<file path="src/logic/fault_inject_pkg.sv">
// Constants for the fault and warning injection block of a managed power converter.
// Assumes a command decoder upstream that delivers word reads and writes by command code.
package fault_inject_pkg;

  localparam logic [7:0]  CMD_FAULT_INJECTION = 8'hF1;
  localparam logic [7:0]  CMD_PLATFORM_ID     = 8'hFC;

  localparam int          WORD_W              = 16;
  localparam int          FAULT_W             = 6;
  localparam int          WARN_W              = 4;

  localparam int          BIT_FAULT_PERSIST   = 15;
  localparam int          BIT_OVERTEMP_F      = 14;
  localparam int          BIT_OVERCURRENT_F   = 12;
  localparam int          BIT_IN_LOCKOUT      = 11;
  localparam int          BIT_IN_OVERVOLT_F   = 10;
  localparam int          BIT_OUT_UNDERVOLT_F = 9;
  localparam int          BIT_OUT_OVERVOLT_F  = 8;
  localparam int          BIT_WARN_PERSIST    = 7;
  localparam int          BIT_OVERCURRENT_W   = 4;
  localparam int          BIT_IN_UNDERVOLT_W  = 3;
  localparam int          BIT_OUT_UNDERVOLT_W = 1;
  localparam int          BIT_OUT_OVERVOLT_W  = 0;

  localparam logic [15:0] INJECT_RESET        = 16'h0000;
  // Arbitrary neutral identity value.
  localparam logic [15:0] PLATFORM_ID_DEFAULT = 16'h5A01;

  // Fault vector order: overtemp, overcurrent, lockout, in-ov, out-uv, out-ov.
  localparam logic [5:0]  FAULT_ALWAYS_MASK   = 6'h09;
  localparam logic [3:0]  WARN_ALWAYS_MASK    = 4'h0;

  function automatic logic [5:0] fault_bits(input logic [15:0] w);
    return {w[BIT_OVERTEMP_F], w[BIT_OVERCURRENT_F], w[BIT_IN_LOCKOUT],
            w[BIT_IN_OVERVOLT_F], w[BIT_OUT_UNDERVOLT_F], w[BIT_OUT_OVERVOLT_F]};
  endfunction

  function automatic logic [3:0] warn_bits(input logic [15:0] w);
    return {w[BIT_OVERCURRENT_W], w[BIT_IN_UNDERVOLT_W], w[BIT_OUT_UNDERVOLT_W], w[BIT_OUT_OVERVOLT_W]};
  endfunction

endpackage

</file>
<file path="src/logic/fault_injection_register.sv">
// Fault and warning injection word per page plus the fixed platform identity word.
// Assumes a bus front end that decodes word transactions into command, strobe and data.
//
// Notes on behaviour
// - Injection word at F1, word read and write.
// - One word per page, never stored in NVM.
// - Set bits force detectors; combinations allowed.
// - Bit 15 fault persistence, resets to zero.
// - Bit 7 warning persistence.
// - Bit 14 injects overtemperature fault.
// - Bit 12 injects output overcurrent fault.
// - Bit 11 injects input undervoltage lockout.
// - Bit 10 injects input overvoltage fault.
// - Bit 9 injects output undervoltage fault.
// - Bit 8 injects output overvoltage fault.
// - Bit 4 injects output overcurrent warning.
// - Bit 3 injects input undervoltage warning.
// - Bit 1 injects output undervoltage warning.
// - Bit 0 injects output overvoltage warning.
// - Lockout and output overvoltage fault act while disabled.
// - Other injections act only while enabled.
// - Read-only identity word at FC.
// - Identity writes acknowledged and discarded.
// - Identity writes raise no communication error.
`timescale 1ns/1ps
module fault_injection_register
  import fault_inject_pkg::*;
#(
  parameter int          PAGES       = 2,
  parameter logic [15:0] PLATFORM_ID = PLATFORM_ID_DEFAULT
) (
  input  wire logic                       clk_i,
  input  wire logic                       resetn_i,
  input  wire logic                       ce_i,
  input  wire logic                       cmd_valid_i,
  input  wire logic                       cmd_write_i,
  input  wire logic [7:0]                 cmd_code_i,
  input  wire logic [$clog2(PAGES)-1:0]   cmd_page_i,
  input  wire logic [15:0]                cmd_wdata_i,
  input  wire logic [PAGES-1:0]           conv_en_i,
  input  wire logic [PAGES-1:0]           fault_response_i,
  input  wire logic [PAGES-1:0]           warn_response_i,
  input  wire logic [PAGES*FAULT_W-1:0]   fault_real_i,
  input  wire logic [PAGES*WARN_W-1:0]    warn_real_i,
  output logic                            cmd_ack_o,
  output logic                            cmd_hit_o,
  output logic                            cmd_error_o,
  output logic      [15:0]                cmd_rdata_o,
  output logic      [PAGES*FAULT_W-1:0]   fault_flag_o,
  output logic      [PAGES*WARN_W-1:0]    warn_flag_o
);

  if (PAGES < 2 || PAGES > 8) begin : g_bad_pages
    $error("PAGES must be 2 to 8");
  end

  logic                 hit_inject;
  logic                 hit_id;
  logic [PAGES-1:0]     page_load;
  logic [FAULT_W-1:0]   fault_armed [PAGES];
  logic [WARN_W-1:0]    warn_armed  [PAGES];
  logic [PAGES-1:0]     fault_persist;
  logic [PAGES-1:0]     warn_persist;
  logic [FAULT_W-1:0]   fault_force [PAGES];
  logic [WARN_W-1:0]    warn_force  [PAGES];
  logic [15:0]          page_word   [PAGES];
  logic                 next_ack;
  logic                 next_hit;
  logic                 next_error;
  logic [15:0]          next_rdata;

  assign hit_inject = cmd_code_i == CMD_FAULT_INJECTION;
  assign hit_id     = cmd_code_i == CMD_PLATFORM_ID;

  genvar p;
  generate
    for (p = 0; p < PAGES; p++) begin : g_page
      assign page_load[p] = cmd_valid_i && cmd_write_i && hit_inject &&
                            (cmd_page_i == ($clog2(PAGES))'(p));

      inject_arm #(
        .W           (FAULT_W),
        .ALWAYS_MASK ({10'h000, FAULT_ALWAYS_MASK})
      ) u_fault (
        .clk_i          (clk_i),
        .resetn_i       (resetn_i),
        .ce_i           (ce_i),
        .load_i         (page_load[p]),
        .load_bits_i    (fault_bits(cmd_wdata_i)),
        .load_persist_i (cmd_wdata_i[BIT_FAULT_PERSIST]),
        .response_i     (fault_response_i[p]),
        .conv_en_i      (conv_en_i[p]),
        .armed_o        (fault_armed[p]),
        .force_o        (fault_force[p])
      );

      inject_arm #(
        .W           (WARN_W),
        .ALWAYS_MASK ({12'h000, WARN_ALWAYS_MASK})
      ) u_warn (
        .clk_i          (clk_i),
        .resetn_i       (resetn_i),
        .ce_i           (ce_i),
        .load_i         (page_load[p]),
        .load_bits_i    (warn_bits(cmd_wdata_i)),
        .load_persist_i (cmd_wdata_i[BIT_WARN_PERSIST]),
        .response_i     (warn_response_i[p]),
        .conv_en_i      (conv_en_i[p]),
        .armed_o        (warn_armed[p]),
        .force_o        (warn_force[p])
      );

      // Persistence bits are kept here too so the word reads back exactly.
      always_ff @(posedge clk_i or negedge resetn_i) begin
        if (!resetn_i) begin
          fault_persist[p] <= INJECT_RESET[BIT_FAULT_PERSIST];
          warn_persist[p]  <= INJECT_RESET[BIT_WARN_PERSIST];
        end else if (ce_i && page_load[p]) begin
          fault_persist[p] <= cmd_wdata_i[BIT_FAULT_PERSIST];
          warn_persist[p]  <= cmd_wdata_i[BIT_WARN_PERSIST];
        end
      end

      always_comb begin
        page_word[p]                      = INJECT_RESET;
        page_word[p][BIT_FAULT_PERSIST]   = fault_persist[p];
        page_word[p][BIT_OVERTEMP_F]      = fault_armed[p][5];
        page_word[p][BIT_OVERCURRENT_F]   = fault_armed[p][4];
        page_word[p][BIT_IN_LOCKOUT]      = fault_armed[p][3];
        page_word[p][BIT_IN_OVERVOLT_F]   = fault_armed[p][2];
        page_word[p][BIT_OUT_UNDERVOLT_F] = fault_armed[p][1];
        page_word[p][BIT_OUT_OVERVOLT_F]  = fault_armed[p][0];
        page_word[p][BIT_WARN_PERSIST]    = warn_persist[p];
        page_word[p][BIT_OVERCURRENT_W]   = warn_armed[p][3];
        page_word[p][BIT_IN_UNDERVOLT_W]  = warn_armed[p][2];
        page_word[p][BIT_OUT_UNDERVOLT_W] = warn_armed[p][1];
        page_word[p][BIT_OUT_OVERVOLT_W]  = warn_armed[p][0];
      end

      // Forced flags join the real ones ahead of status and response logic.
      detector_merge #(
        .W (FAULT_W)
      ) u_fault_merge (
        .clk_i    (clk_i),
        .resetn_i (resetn_i),
        .ce_i     (ce_i),
        .real_i   (fault_real_i[p*FAULT_W +: FAULT_W]),
        .force_i  (fault_force[p]),
        .flag_o   (fault_flag_o[p*FAULT_W +: FAULT_W])
      );

      detector_merge #(
        .W (WARN_W)
      ) u_warn_merge (
        .clk_i    (clk_i),
        .resetn_i (resetn_i),
        .ce_i     (ce_i),
        .real_i   (warn_real_i[p*WARN_W +: WARN_W]),
        .force_i  (warn_force[p]),
        .flag_o   (warn_flag_o[p*WARN_W +: WARN_W])
      );
    end
  endgenerate

  // Reserved bits are not stored and read as zero.
  always_comb begin
    next_ack   = 1'b0;
    next_hit   = 1'b0;
    next_error = 1'b0;
    next_rdata = 16'h0000;
    if (cmd_valid_i) begin
      next_ack = 1'b1;
      if (hit_inject) begin
        next_hit = 1'b1;
        // A page number of PAGES or above reads zero instead of an unknown word.
        if (!cmd_write_i && 32'(cmd_page_i) < PAGES) begin
          next_rdata = page_word[cmd_page_i];
        end
      end else if (hit_id) begin
        next_hit = 1'b1;
        if (!cmd_write_i) begin
          next_rdata = PLATFORM_ID;
        end
      end
    end
  end

  always_ff @(posedge clk_i or negedge resetn_i) begin
    if (!resetn_i) begin
      cmd_ack_o   <= 1'b0;
      cmd_hit_o   <= 1'b0;
      cmd_error_o <= 1'b0;
      cmd_rdata_o <= 16'h0000;
    end else if (ce_i) begin
      cmd_ack_o   <= next_ack;
      cmd_hit_o   <= next_hit;
      cmd_error_o <= next_error;
      cmd_rdata_o <= next_rdata;
    end
  end

  // Checks; the bench drives page 0 conversion enable through conv_en_i.
  a_id_read_fixed: assert property (@(posedge clk_i) disable iff (!resetn_i)
    ce_i && cmd_valid_i && !cmd_write_i && hit_id |=> cmd_rdata_o == PLATFORM_ID)
    else $error("identity read wrong");

  a_id_write_quiet: assert property (@(posedge clk_i) disable iff (!resetn_i)
    ce_i && cmd_valid_i && cmd_write_i && hit_id |=> cmd_ack_o && !cmd_error_o)
    else $error("identity write flagged");

  a_id_write_noeff: assert property (@(posedge clk_i) disable iff (!resetn_i)
    ce_i && cmd_valid_i && cmd_write_i && hit_id && !fault_response_i[0] && !warn_response_i[0]
    |=> $stable(page_word[0]))
    else $error("identity write changed state");

  a_write_readback: assert property (@(posedge clk_i) disable iff (!resetn_i)
    ce_i && page_load[0] |=> page_word[0] == ($past(cmd_wdata_i) & 16'hDF9B))
    else $error("injection word not stored");

  a_page_separate: assert property (@(posedge clk_i) disable iff (!resetn_i)
    ce_i && page_load[0] && !page_load[1] && !fault_response_i[1] && !warn_response_i[1]
    |=> $stable(page_word[1]))
    else $error("page leak");

  a_fault_autoclear: assert property (@(posedge clk_i) disable iff (!resetn_i)
    ce_i && !fault_persist[0] && fault_response_i[0] && !page_load[0] |=> fault_armed[0] == '0)
    else $error("fault not cleared");

  a_fault_persist: assert property (@(posedge clk_i) disable iff (!resetn_i)
    ce_i && fault_persist[0] && !page_load[0] |=> $stable(fault_armed[0]))
    else $error("persistent fault dropped");

  a_warn_autoclear: assert property (@(posedge clk_i) disable iff (!resetn_i)
    ce_i && !warn_persist[0] && warn_response_i[0] && !page_load[0] |=> warn_armed[0] == '0)
    else $error("warning not cleared");

  a_disabled_gate: assert property (@(posedge clk_i) disable iff (!resetn_i)
    ce_i && !conv_en_i[0] |=> (fault_force[0] & ~FAULT_ALWAYS_MASK) == '0 && warn_force[0] == '0)
    else $error("injection active while disabled");

  a_forced_flag: assert property (@(posedge clk_i) disable iff (!resetn_i)
    ce_i && conv_en_i[0] && page_load[0] ##1 ce_i && !fault_response_i[0]
    |=> fault_flag_o[FAULT_W-1:0] == fault_bits(page_word[0]))
    else $error("forced flag missing");

  // Bit positions are checked one rule at a time so a swapped pair names its culprit.
  a_map_overtemp: assert property (@(posedge clk_i) disable iff (!resetn_i)
    ce_i && page_load[0]
    |=> fault_armed[0][5] == $past(cmd_wdata_i[BIT_OVERTEMP_F]))
    else $error("overtemperature bit misplaced");

  a_map_overcurrent: assert property (@(posedge clk_i) disable iff (!resetn_i)
    ce_i && page_load[0]
    |=> fault_armed[0][4] == $past(cmd_wdata_i[BIT_OVERCURRENT_F]))
    else $error("overcurrent fault bit misplaced");

  a_map_lockout: assert property (@(posedge clk_i) disable iff (!resetn_i)
    ce_i && page_load[0]
    |=> fault_armed[0][3] == $past(cmd_wdata_i[BIT_IN_LOCKOUT]))
    else $error("lockout bit misplaced");

  a_map_input_ov: assert property (@(posedge clk_i) disable iff (!resetn_i)
    ce_i && page_load[0]
    |=> fault_armed[0][2] == $past(cmd_wdata_i[BIT_IN_OVERVOLT_F]))
    else $error("input overvoltage bit misplaced");

  a_map_output_uv: assert property (@(posedge clk_i) disable iff (!resetn_i)
    ce_i && page_load[0]
    |=> fault_armed[0][1] == $past(cmd_wdata_i[BIT_OUT_UNDERVOLT_F]))
    else $error("output undervoltage bit misplaced");

  a_map_output_ov: assert property (@(posedge clk_i) disable iff (!resetn_i)
    ce_i && page_load[0]
    |=> fault_armed[0][0] == $past(cmd_wdata_i[BIT_OUT_OVERVOLT_F]))
    else $error("output overvoltage bit misplaced");

  a_map_oc_warn: assert property (@(posedge clk_i) disable iff (!resetn_i)
    ce_i && page_load[0]
    |=> warn_armed[0][3] == $past(cmd_wdata_i[BIT_OVERCURRENT_W]))
    else $error("overcurrent warning bit misplaced");

  a_map_inuv_warn: assert property (@(posedge clk_i) disable iff (!resetn_i)
    ce_i && page_load[0]
    |=> warn_armed[0][2] == $past(cmd_wdata_i[BIT_IN_UNDERVOLT_W]))
    else $error("input undervoltage warning bit misplaced");

  a_map_outuv_warn: assert property (@(posedge clk_i) disable iff (!resetn_i)
    ce_i && page_load[0]
    |=> warn_armed[0][1] == $past(cmd_wdata_i[BIT_OUT_UNDERVOLT_W]))
    else $error("output undervoltage warning bit misplaced");

  a_map_outov_warn: assert property (@(posedge clk_i) disable iff (!resetn_i)
    ce_i && page_load[0]
    |=> warn_armed[0][0] == $past(cmd_wdata_i[BIT_OUT_OVERVOLT_W]))
    else $error("output overvoltage warning bit misplaced");

  // Gating, persistence, merge and command-answer checks for page 0; page 1 only needs its read path.
  a_enabled_pass: assert property (@(posedge clk_i) disable iff (!resetn_i)
    ce_i && conv_en_i[0]
    |=> fault_force[0] == fault_armed[0] && warn_force[0] == warn_armed[0])
    else $error("injection blocked while enabled");

  a_disabled_keep: assert property (@(posedge clk_i) disable iff (!resetn_i)
    ce_i && !conv_en_i[0]
    |=> fault_force[0] == (fault_armed[0] & FAULT_ALWAYS_MASK))
    else $error("lockout or overvoltage lost while disabled");

  a_warn_persist: assert property (@(posedge clk_i) disable iff (!resetn_i)
    ce_i && warn_persist[0] && !page_load[0]
    |=> $stable(warn_armed[0]))
    else $error("persistent warning dropped");

  a_merge_real: assert property (@(posedge clk_i) disable iff (!resetn_i)
    ce_i
    |=> fault_flag_o[FAULT_W-1:0] == ($past(fault_real_i[FAULT_W-1:0]) | $past(fault_force[0])))
    else $error("real and forced faults not merged");

  a_hit_ack: assert property (@(posedge clk_i) disable iff (!resetn_i)
    ce_i && cmd_valid_i && (hit_inject || hit_id)
    |=> cmd_ack_o && cmd_hit_o)
    else $error("known command not answered");

  a_unknown_miss: assert property (@(posedge clk_i) disable iff (!resetn_i)
    ce_i && cmd_valid_i && !hit_inject && !hit_id
    |=> cmd_ack_o && !cmd_hit_o && cmd_rdata_o == 16'h0000)
    else $error("unknown command claimed");

  a_page_read: assert property (@(posedge clk_i) disable iff (!resetn_i)
    ce_i && cmd_valid_i && !cmd_write_i && hit_inject && cmd_page_i == '0
    |=> cmd_rdata_o == $past(page_word[0]))
    else $error("page 0 read wrong");

  a_page_other: assert property (@(posedge clk_i) disable iff (!resetn_i)
    ce_i && cmd_valid_i && !cmd_write_i && hit_inject && cmd_page_i == ($clog2(PAGES))'(1)
    |=> cmd_rdata_o == $past(page_word[1]))
    else $error("page 1 read wrong");

  a_warn_forced: assert property (@(posedge clk_i) disable iff (!resetn_i)
    ce_i && conv_en_i[0] && page_load[0] ##1
    ce_i && !warn_response_i[0] && warn_real_i[WARN_W-1:0] == '0
    |=> warn_flag_o[WARN_W-1:0] == warn_bits(page_word[0]))
    else $error("forced warning missing");

  c_inject_enabled:  cover property (@(posedge clk_i) page_load[0] && conv_en_i[0] && cmd_wdata_i[14]);
  c_lockout_disabled: cover property (@(posedge clk_i) fault_force[0][3] && !conv_en_i[0]);
  c_persist_response: cover property (@(posedge clk_i) fault_persist[0] && fault_response_i[0]);
  c_id_write:        cover property (@(posedge clk_i) cmd_valid_i && cmd_write_i && hit_id);
  c_warn_autoclear:  cover property (@(posedge clk_i) !warn_persist[0] && warn_response_i[0] && warn_armed[0] != '0);

endmodule

</file>
<file path="src/logic/inject_arm.sv">
// One group of injection bits with its persistence and auto-clear handling.
// Assumes the response strobe is one cycle long and comes from the fault response logic.
`timescale 1ns/1ps
module inject_arm
  import fault_inject_pkg::*;
#(
  parameter int          W           = 4,
  parameter logic [15:0] ALWAYS_MASK = 16'h0000
) (
  input  wire logic         clk_i,
  input  wire logic         resetn_i,
  input  wire logic         ce_i,
  input  wire logic         load_i,
  input  wire logic [W-1:0] load_bits_i,
  input  wire logic         load_persist_i,
  input  wire logic         response_i,
  input  wire logic         conv_en_i,
  output logic      [W-1:0] armed_o,
  output logic      [W-1:0] force_o
);

  if (W < 1 || W > 16) begin : g_bad_width
    $error("inject_arm width unsupported");
  end

  logic [W-1:0] armed;
  logic [W-1:0] next_armed;
  logic [W-1:0] next_force;
  logic         persist;
  logic         next_persist;

  always_comb begin
    next_armed   = armed;
    next_persist = persist;
    if (load_i) begin
      next_armed   = load_bits_i;
      next_persist = load_persist_i;
    end else if (response_i && !persist) begin
      next_armed = '0;
    end
    next_force = next_armed & (conv_en_i ? {W{1'b1}} : ALWAYS_MASK[W-1:0]);
  end

  always_ff @(posedge clk_i or negedge resetn_i) begin
    if (!resetn_i) begin
      armed   <= '0;
      persist <= 1'b0;
      force_o <= '0;
    end else if (ce_i) begin
      armed   <= next_armed;
      persist <= next_persist;
      force_o <= next_force;
    end
  end

  assign armed_o = armed;

endmodule

</file>
<file path="src/logic/detector_merge.sv">
// Merges real detector outputs with forced ones so both share one response path.
// Assumes detector inputs are synchronous flags from the analog front end.
`timescale 1ns/1ps
module detector_merge #(
  parameter int W = 6
) (
  input  wire logic         clk_i,
  input  wire logic         resetn_i,
  input  wire logic         ce_i,
  input  wire logic [W-1:0] real_i,
  input  wire logic [W-1:0] force_i,
  output logic      [W-1:0] flag_o
);

  logic [W-1:0] next_flag;

  always_comb begin
    next_flag = real_i | force_i;
  end

  always_ff @(posedge clk_i or negedge resetn_i) begin
    if (!resetn_i) begin
      flag_o <= '0;
    end else if (ce_i) begin
      flag_o <= next_flag;
    end
  end

endmodule

</file>
<file path="config.mk">
export PLATFORM = sky130hd
export DESIGN_NAME = fault_injection_register
export DESIGN_NICKNAME = d
export VERILOG_FILES = /design/src/logic/fault_inject_pkg.sv /design/src/logic/fault_injection_register.sv /design/src/logic/inject_arm.sv /design/src/logic/detector_merge.sv
export SDC_FILE = /design/constraint.sdc
export NUM_CORES = 1
export LEC_CHECK = 0
export BUFFER_PORTS_ARGS = -buffer_cell sky130_fd_sc_hd__buf_4
export CORE_AREA = 2 2 85 87
export CTS_BUF_LIST = sky130_fd_sc_hd__clkbuf_4 sky130_fd_sc_hd__clkbuf_8
export CTS_CLUSTER_DIAMETER = 150
export CTS_CLUSTER_SIZE = 40
export DETAILED_ROUTE_END_ITERATION = 6
export DIE_AREA = 0 0 87 89
export PLACE_DENSITY = 0.84
export SYNTH_ARGS = -nofsm -noshare
export SYNTH_HDL_FRONTEND = slang
export SYNTH_SLANG_ARGS = --single-unit
export TNS_END_PERCENT = 50
</file>
<file path="constraint.sdc">
create_clock -name clk_i -period 1.2 [get_ports clk_i]
set_input_delay 0.24 -clock clk_i [delete_from_list [all_inputs] [get_ports clk_i]]
set_output_delay 0.24 -clock clk_i [all_outputs]
set_load 0.1 [all_outputs]
</file>
=== Yosys cells after proc, flatten, opt, wreduce, memory -nomap -nowiden ===
Index checks and enable logic that the tools add are counted.

* Output and inout bits: 39
* Register bits after elaboration: 86
* Logic and storage cells: 76
* Bits of input ports: 56

* Equal/unequal tests: 2
* Bitwise logic cells: 10
* Reductions and logical operators: 16
* Magnitude comparators: 1
* Muxes and demuxes: 24

{| class="wikitable"
|+ Operators by type and width
! operator !! count
|-
| 16-bit two-way mux || 6
|-
| 6-bit two-way mux || 6
|-
| 15-bit two-way mux || 2
|-
| 4-bit two-way mux || 6
|-
| 8-bit == test, second input constant || 2
|-
| 6-bit bitwise AND || 2
|-
| 6-bit bitwise OR || 2
|-
| 1-bit logical AND || 10
|-
| 4-bit bitwise AND || 2
|-
| 4-bit bitwise OR || 2
|-
| 1-bit logical NOT || 4
|-
| 1-bit two-way mux || 4
|-
| 2-bit AND reduction || 2
|-
| 2-bit >= comparator, second input constant || 1
|-
| 1-bit inverter with 2-bit output || 1
|-
| 1-bit inverter || 1
|}

=== Depth between registers and ports, before layout ===
Gate-level depths: netlist of run 1.

* Depth in word-level cells: 7
* Mapped depth: 7
* Mapped depth without buffers: 4

=== Cells and area by module ===
From an unflattened synthesis of run 1, not the netlist that was laid out.

* Cells, all modules: 348
* Area total of the unflattened synthesis: 3849.9 µm²

{| class="wikitable"
|+ Modules (own cells, without submodules)
! module !! sequential area each (µm²) !! area an instance (µm²) !! cells an instance !! instances
|-
| inject_arm (g_page[0].u_fault ...) || 275.3 || 539.3 || 44 || 2
|-
| fault_injection_register || 450.4 || 1039.7 || 98 || 1
|-
| inject_arm (g_page[0].u_warn ...) || 225.2 || 417.9 || 39 || 2
|-
| detector_merge (g_page[0].u_fault_merge ...) || 150.1 || 261.5 || 25 || 2
|-
| detector_merge (g_page[0].u_warn_merge ...) || 100.1 || 186.4 || 17 || 2
|}

=== Worst setup path before layout of run 1 ===
No wires, ideal clock.

* Path kind: input to register
* From: input cmd_code_i[2]
* To: register fault_persist[1]
* Slack: -0.714 ns
* Arrival time: 1.789 ns
* Stages: 6
* Path buffers: 2
* Data required time: 1.075 ns
* Setup time: 0.125 ns
* Cells stage by stage: or3b_1 -> buf_2 -> or4_4 -> buf_6 -> nor2_8 -> mux2_2

* Cells in the longest elaborated chain, start to end: 4

{| class="wikitable"
|+ Ends and longest elaborated chain
! element !! RTL line !! RTL
|-
| start: declaration || fault_injection_register.sv:37 || <nowiki>input wire logic [7:0] cmd_code_i,</nowiki>
|-
| 8-bit == test || fault_injection_register.sv:72 || <nowiki>assign hit_inject = cmd_code_i == CMD_FAULT_INJECTION;</nowiki>
|-
| 1-bit logical AND (2 in series) || fault_injection_register.sv:78 || <nowiki>assign page_load[p] = cmd_valid_i && cmd_write_i && hit_inject &&</nowiki>
|-
| 1-bit logical AND || fault_injection_register.sv:118 || <nowiki>end else if (ce_i && page_load[p]) begin</nowiki>
|-
| end signal: indexed assignment || fault_injection_register.sv:116 || <nowiki>fault_persist[p] <= INJECT_RESET[BIT_FAULT_PERSIST];</nowiki>
|-
| end signal: indexed assignment || fault_injection_register.sv:119 || <nowiki>fault_persist[p] <= cmd_wdata_i[BIT_FAULT_PERSIST];</nowiki>
|-
| end: declaration || fault_injection_register.sv:62 || <nowiki>logic [PAGES-1:0] fault_persist;</nowiki>
|}

Every way passes these cells.
A chain may end at the register's enable or synchronous reset.

=== Worst setup path in the final report of run 1 ===
* From: input cmd_code_i[3]
* To: register warn_persist[1], in the netlist page_word[7]

* Cells in the longest elaborated chain, start to end: 4

{| class="wikitable"
|+ Ends and longest elaborated chain
! element !! RTL line !! RTL
|-
| 8-bit == test || fault_injection_register.sv:72 ||
|-
| 1-bit logical AND (2 in series) || fault_injection_register.sv:78 ||
|-
| 1-bit logical AND || fault_injection_register.sv:118 ||
|-
| end signal: indexed assignment || fault_injection_register.sv:117 || <nowiki>warn_persist[p] <= INJECT_RESET[BIT_WARN_PERSIST];</nowiki>
|-
| end signal: indexed assignment || fault_injection_register.sv:120 || <nowiki>warn_persist[p] <= cmd_wdata_i[BIT_WARN_PERSIST];</nowiki>
|-
| end: declaration || fault_injection_register.sv:63 || <nowiki>logic [PAGES-1:0] warn_persist;</nowiki>
|}

Every way passes these cells.

==> results of run 1 <==
through the flow:
stage | utilization, % | instances | setup TNS (ns) | area [sq um] | setup slack (ns)
after floorplan | - | 322 | -21.25 | 3330 | -0.714
after global placement | 61.3 | 485 | -30.65 | 4120 | -0.760
after detailed placement | 61.3 | 485 | -31.35 | 4120 | -0.792
after CTS | 69.9 | 505 | -9.94 | 4700 | -0.343
after global routing | 73.0 | 505 | -10.81 | 4900 | -0.298
final | 73.0 | 505 | -8.51 | 4900 | -0.279
timing repair:
item,4_1_cts,5_1_grt
hold buffers,1,0
pin swaps,17,10
hold endpoints to repair,74,0
gates resized for setup,81,47
buffers inserted,3,0
endpoints found under the setup margin,81,85
worst max-delay path by stage:
stage	end	depth (start not counted)	slack, ns
global route	fault_persist[1]$_DFFE_PN0P_	5	-0.30
global placement	page_word[7]$_DFFE_PN0P_	5	-0.76
CTS	fault_persist[1]$_DFFE_PN0P_	5	-0.34
floorplan	fault_persist[1]$_DFFE_PN0P_	6	-0.71
finish	page_word[7]$_DFFE_PN0P_	5	-0.28
detailed placement	fault_persist[1]$_DFFE_PN0P_	5	-0.79
report_power, final:
| part | leakage (nW) | switching (mW) | internal, mW |
|---|---|---|---|
| clock | 0.105 | 0.897 | 1.06 |
| sequential | 0.976 | 0.0714 | 2.56 |
| combinational | 1.27 | 0.850 | 0.455 |
| total | 2.35 | 1.82 | 4.08 |
metal layers:
metal | wire [microns] | GRT usage (%) | vias up | part of all wire (%)
met3 | 656 | 6.28 | 15 | 7.2
met5 | 0 | 0 | - | 0
met1 | 3690 | 31.9 | 1408 | 41
met4 | 98 | 6.82 | 0 | 1.1
met2 | 4630 | 40.2 | 144 | 51
li1 | - | - | 1326 | -
Yosys cell counts, types with 2 or more instances:
cell type / n
a21oi_1: 20
a22o_1: 15
a22o_2: 10
and2_1: 2
buf_1: 2
buf_2: 3
buf_4: 5
clkbuf_1: 13
dfrtp_1: 74
inv_1: 2
mux2_2: 4
mux2i_1: 12
nand2_1: 20
nand3_1: 49
nor2_1: 44
nor2b_1: 4
nor3_1: 2
o21ai_0: 4
o21ai_1: 2
o21bai_1: 5
o2bb2ai_1: 7
sequential cells by signal, summed over array words and instances, names as in the netlist:
name and cells:
cmd_ack_o 1, cmd_hit_o 1, cmd_rdata_o 12, fault_persist 2, g_page.u_fault.armed_o 12, g_page.u_fault.force_o 8
g_page.u_fault_merge.flag_o 12, g_page.u_warn.armed_o 8, g_page.u_warn.force_o 8, g_page.u_warn_merge.flag_o 8, page_word 2
cell families after synthesis:
group	after synthesis	synth area share, %
other	1	0.113
DFF	74	55.9
muxes	16	4.98
AOI/OAI and AO/OA	66	14.8
buffers and inverters	27	4.31
and+or+nand+nor	134	19.9
layout make-up:
type / count / area [sq um] / share of cell area (%)
Sequential cell: 74 / 1850 / 37.8
Multi-Input combinational cell: 221 / 1460 / 29.7
Timing Repair Buffer: 112 / 1290 / 26.2
Clock buffer: 11 / 151 / 3.09
Tap cell: 80 / 100 / 2.04
Clock inverter: 5 / 52.6 / 1.07
Inverter: 2 / 7.51 / 0.153
placed cells by master, fill, tap and decap left out, types with 3 or more instances in the layout:
cell,count
a21oi_1,20
a22o_1,15
a22o_2,10
buf_12,33
buf_4,72
buf_6,4
clkbuf_8,11
clkinv_2,3
conb_1,5
dfrtp_1,74
mux2_4,3
mux2i_1,12
nand2_1,20
nand3_1,43
nand3_2,6
nor2_1,44
nor2b_1,4
o21bai_1,5
o2bb2ai_2,7
==> impl_results.md, run 1 <==
- Status: complete, but fails checks
- Failing checks: negative setup slack
- Clk_skew: 0.00780 ns
- Ys async rst share: 100%
- P per Cell Area: 1200 mW/mm^2
- Worst Hold Path EP: g_page[0].u_fault.armed_o[3]$_DFFE_PN0P_
- DRC errors left: 0
- Worst reg2reg path depth: 3
- Share of layout cells above drive strength 1: 38.8%
- Final Cycle Share: 123%
- Worst skew pair latency: 0.35 ns
- # setup viols final: 50
- Largest net degree at the start of global routing: 75
- Crit-path max FO: 4
- FF-to-FF End: g_page[1].u_fault.armed_o[5]$_DFFE_PN0P_
- Seq/Total Area, Yosys: 55.9%
- CP max-delay cell: or4_4
- Cells after synthesis: 318
- First-pass detailed-route iteration total: 5
- DR iter-0 viols: 280
- Share of the synthesized area in the top cell type: 55.9%
- Max_cap viols: 0
- Post-Route WL: 9080 microns
- Clk root buf: clkbuf_8
- Internal reg-to-reg setup slack: 0.05 ns
- Vias in the first global route: 2884
- Post-route antenna net violation count: 0
- Post-synth EDFFs: 0
- Start of the worst register-to-register path: fault_persist[1]$_DFFE_PN0P_
- Syn Area/Cell: 10.4 sq um
- CP startpoint kind: input pin
- YS warnings: 0
- Cell taking the most area after synthesis: dfrtp_1
- CTS Buffer Depth: 2
- Leakage: 2.35 nW
- Die height: 89 microns
- Primary FF master, synth: dfrtp_1
- CP endpoint kind: flip-flop
- VDD IR-drop max: 691 uV
- H-tree depth: 3
- Worst Setup SP: cmd_code_i[3]
- Antenna violations before repair: 0
- Crit path cell chain: buf_6 > or3b_4 > or4_4 > nor2_8 > mux2_4
- Synth cell types: 40
- Hold Path Class: in2reg
- Post-DP HPWL: 6160 microns
- FF+latch count, synth: 74
- Worst hold start: cmd_wdata_i[11]
- DR vias/cell: 5.73
- Largest stage delay, worst path: 0.53 ns
- Buf/Inv on CP: 1
- Fin crit period: 1.48 ns
- Final Hold Viols: 0
- GP Congestion: 0.878
- CTS Sinks: 74
- Vias: 2893
- Area Growth Syn to Fin: 48.0%
- TritonCTS clock tree: yes
- Total grt overflow: 0
- Final #Nets: 476
- CP Data Required Time: 1.43 ns
- RSZ-0062 raised after global routing: yes
- Die width: 87 microns
- Worst setup margin: -0.279 ns
- Wire per inst: 18.0 microns
- Port Buffer Count: 85
- Row Count: 30
- Worst hold slack: 0.117 ns
- I/O pin count: 95
- Core box area: 0.00672 sq mm
- Num CTS Buffers: 9
- Delay-heaviest family, CP: simple AND/OR/NAND/NOR gates
- Peak Freq: 0.676 GHz
- Starting density of the core: 49.3%
- Worst-path clk slew: 0.08 ns
- Total GRT Usage: 24.3%
- Crit path arrival time: 1.71 ns
- Final slew viol count: 0
- Synth area leaders: dfrtp_1 56%, nand3_1 7.4%, nor2_1 5.0%, a22o_1 4.0%, mux2i_1 3.6%
- Pwr Total: 5.89 mW
- CP Class: in2reg
- Die area: 0.00774 sq mm
- Hold path depth: 2
- First-pass GRT wire length: 14300 microns
- Diode count: 0
- Number of fill cells: 432
- Netlist Area Pre-Place: 0.00331 sq mm
Note: power is estimated with default switching activity, not from simulation.
==> run 2: changes to the inputs <==
- ABC_AREA: unset -> 1
- CORE_AREA: 2 2 85 87 -> 2 2 89 91
- DIE_AREA: 0 0 87 89 -> 0 0 91 93
- PLACE_DENSITY: 0.84 -> 0.83
==> run 2 against run 1 <==
The flow still finishes with violations (negative setup slack). Sequential share of layout area shrank 2.3 points. Final area rose by 6.5%. Count of clock-buffer cells in the layout up 1. Core utilization shrank 3.6 points. Total power up 5.2%. Wire length rose by 4.4%. First-iteration DRC count fell by 6.8%. Register-to-register slack better by 0.06 ns. Cell count increased by 35%. Critical path type is now reg2out. Critical endpoint is now fault_flag_o[6].
==> impl_results.md, run 2 <==
- Diode count: 0
- Buf/Inv on CP: 1
- Gr busiest metal: met2
- Post-route antenna net violation count: 0
- Finished Cell Area: 0.00523 sq mm
- Post-synth EDFFs: 0
- Antenna violations before repair: 0
- Most frequent cells in the layout: 203 x nand2_1, 77 x buf_4, 74 x dfrtp_1, 38 x o21ai_0, 36 x buf_12
- VDD IR-drop max: 647 uV
- Setup tns final: -0.0180 ns
- Largest stage delay, worst path: 0.43 ns
- Worst-path clk slew: 0.08 ns
- CTS Sinks: 74
- Sequential Power Share: 43.7%
- FF+latch count, synth: 74
- Switch Pwr: 2.01 mW
- Port Buffer Count: 85
- Delay-heaviest family, CP: flip-flops
- Post-synth top cells: 206 x nand2_1, 74 x dfrtp_1, 38 x o21ai_0
- Cell taking the most area after synthesis: dfrtp_1
- Cells after synthesis: 470
- Share of the synthesized area in the top cell type: 50.1%
- Met2 GRT Util: 39.6%
- Leakage: 2.81 nW
- Synth cell types: 23
- Clk_skew: 0.00628 ns
- Clock power frac: 31.2%
- Primary FF master, synth: dfrtp_1
- Crit-path max FO: 2
- Post-Route WL: 9480 microns
- Post-DP HPWL: 6520 microns
- DR vias/cell: 5.06
- Most common cell after layout, fill and taps aside: nand2_1
- Failing checks: negative setup slack
- Total grt overflow: 0
- Worst skew pair latency: 0.35 ns
- # setup viols final: 2
- Comb pwr share: 25.2%
- Synth area leaders: dfrtp_1 50%, nand2_1 21%, o21ai_0 5.1%, inv_1 3.6%, nand3_1 2.8%
- Met3 global-route usage: 5.56%
- Num CTS Buffers: 9
- DR iter-0 viols: 261
- Util after Layout: 69.4%
- RSZ-0062 raised after global routing: yes
- Worst hold slack: 0.102 ns
- I/O pin count: 95
- CP startpoint kind: flip-flop
- Vias in the first global route: 3561
- GP Congestion: 0.838
- Worst setup margin: -0.0152 ns
- Fin crit period: 1.22 ns
- CP max-delay cell: dfrtp_1
- CP endpoint kind: output port
- Max_cap viols: 0
- P per Cell Area: 1190 mW/mm^2
- Wire per inst: 13.9 microns
- Syn Area/Cell: 7.87 sq um
- CP Data Required Time: 0.96 ns
- H-tree depth: 3
- Pint: 4.20 mW
- Area Growth Syn to Fin: 41.3%
- Total GRT Usage: 23.6%
- Final Cycle Share: 101%
- Starting density of the core: 49.1%
- Netlist Area Pre-Place: 0.00370 sq mm
- DRC errors left: 0
- Final Hold Viols: 0
- Crit path arrival time: 0.98 ns
- Crit path cell chain: buf_12
- Most common cell in the netlist: nand2_1
- Row Count: 32
- Final #Nets: 631
- Peak Freq: 0.823 GHz
- TritonCTS clock tree: yes
- Ys async rst share: 100%
- YS warnings: 0
- Die width: 91 microns
- Die area: 0.00846 sq mm
- Hold Path Class: in2reg
- Status: complete, but fails checks
- CP Class: reg2out
- Vias: 3447
- Core box area: 0.00753 sq mm
- GR Layer Usage met1: 29.4%
- First-pass GRT wire length: 16000 microns
- Switching share of total power: 32.3%
- Die height: 93 microns
- Seq/Total Area, Yosys: 50.1%
- Final slew viol count: 0
- Clk root buf: clkbuf_8
- Largest net degree at the start of global routing: 67
- First-pass detailed-route iteration total: 4
- CTS Buffer Depth: 2
- Area post-placement: 0.00451 sq mm
- Share of layout cells above drive strength 1: 27.8%
==> run 2: cell types whose count changed after synthesis, moves of 10 or more <==
cell / before / now
o21ai_0: 4 / 38
mux2i_1: 12 / 1
nand2_1: 20 / 206
a22o_1: 15 / 0
inv_1: 2 / 35
a21oi_1: 20 / 0
buf_2: 3 / 15
o21ai_1: 2 / 13
a22o_2: 10 / 0
nand3_1: 49 / 21
nand4_1: 1 / 16
clkbuf_1: 13 / 2
nor2_1: 44 / 11
==> run 2: kinds of logic after synthesis <==
| kind of cell | Yosys count | synth area share, % |
|---|---|---|
| other | 1 | 0.101 |
| buffers and inverters | 65 | 8.26 |
| AO/OA/AOI/OAI | 57 | 8.32 |
| multiplexers | 1 | 0.271 |
| flip-flops | 74 | 50.1 |
| AND/OR/NAND/NOR | 272 | 33.0 |
==> run 2: final cells by class <==
| type | count | area [sq um] |
|---|---|---|
| Clock inverter | 3 | 40.0 |
| Sequential cell | 74 | 1850 |
| Multi-Input combinational cell | 335 | 1560 |
| Fill cell | 586 | 2300 |
| Inverter | 39 | 151 |
| Timing Repair Buffer | 116 | 1340 |
| Clock buffer | 12 | 153 |
| Tap cell | 102 | 128 |
==> run 2: final timing paths <==
path / start / to / slack [ns] / cells past startpoint
max: g_page[1].u_fault_merge.flag_o[0]$_DFFE_PN0P_ / fault_flag_o[6] / -0.02 / 1
max reg2reg: fault_persist[1]$_DFFE_PN0P_ / g_page[1].u_fault.force_o[5]$_DFFE_PN0P_ / 0.11 / 7
min reg2reg: g_page[0].u_fault.force_o[4]$_DFFE_PN0P_ / g_page[0].u_fault.force_o[4]$_DFFE_PN0P_ / 0.48 / 2
min: fault_real_i[7] / g_page[1].u_fault_merge.flag_o[1]$_DFFE_PN0P_ / 0.10 / 3
min in group asynchronous: resetn_i / cmd_hit_o$_DFFE_PN0P_ / 0.36 / 2
max in group asynchronous: resetn_i / g_page[0].u_fault_merge.flag_o[4]$_DFFE_PN0P_ / 0.37 / 3
==> run 2: repair_timing <==
action | in CTS | in global routing
setup endpoints to repair | 34 | 39
gates resized for setup | 73 | 30
setup buffers | 7 | 5
pin swaps | 0 | 1
hold buffers | 1 | 0
hold endpoints to repair | 23 | 0
==> run 2: per-layer routing <==
metal | share of wire (%) | routed length (microns)
met1 | 42 | 3940
met4 | 2.0 | 188
met5 | 0 | 0
met2 | 50 | 4750
met3 | 6.3 | 595
==> run 2: power groups by stage <==
stage / Combinational (mW) / Clock [mW] / Sequential, mW
detailed placement: 1.35 / 0 / 2.71
CTS: 1.47 / 1.95 / 2.69
floorplan: 0.399 / 0 / 3.23
global placement: 1.33 / 0 / 2.71
global route: 1.65 / 2.09 / 2.72
finish: 1.56 / 1.93 / 2.71
==> run 2: through the flow <==
step | power, mW | worst slack, ns | instances
2_1_floorplan | 3.63 | 0.0359 | 474
3_3_place_gp | 4.04 | -0.134 | 653
3_5_place_dp | 4.07 | -0.172 | 653
4_1_cts | 6.11 | -0.0163 | 676
5_1_grt | 6.45 | -0.0450 | 681
6_report | 6.20 | -0.0152 | 681
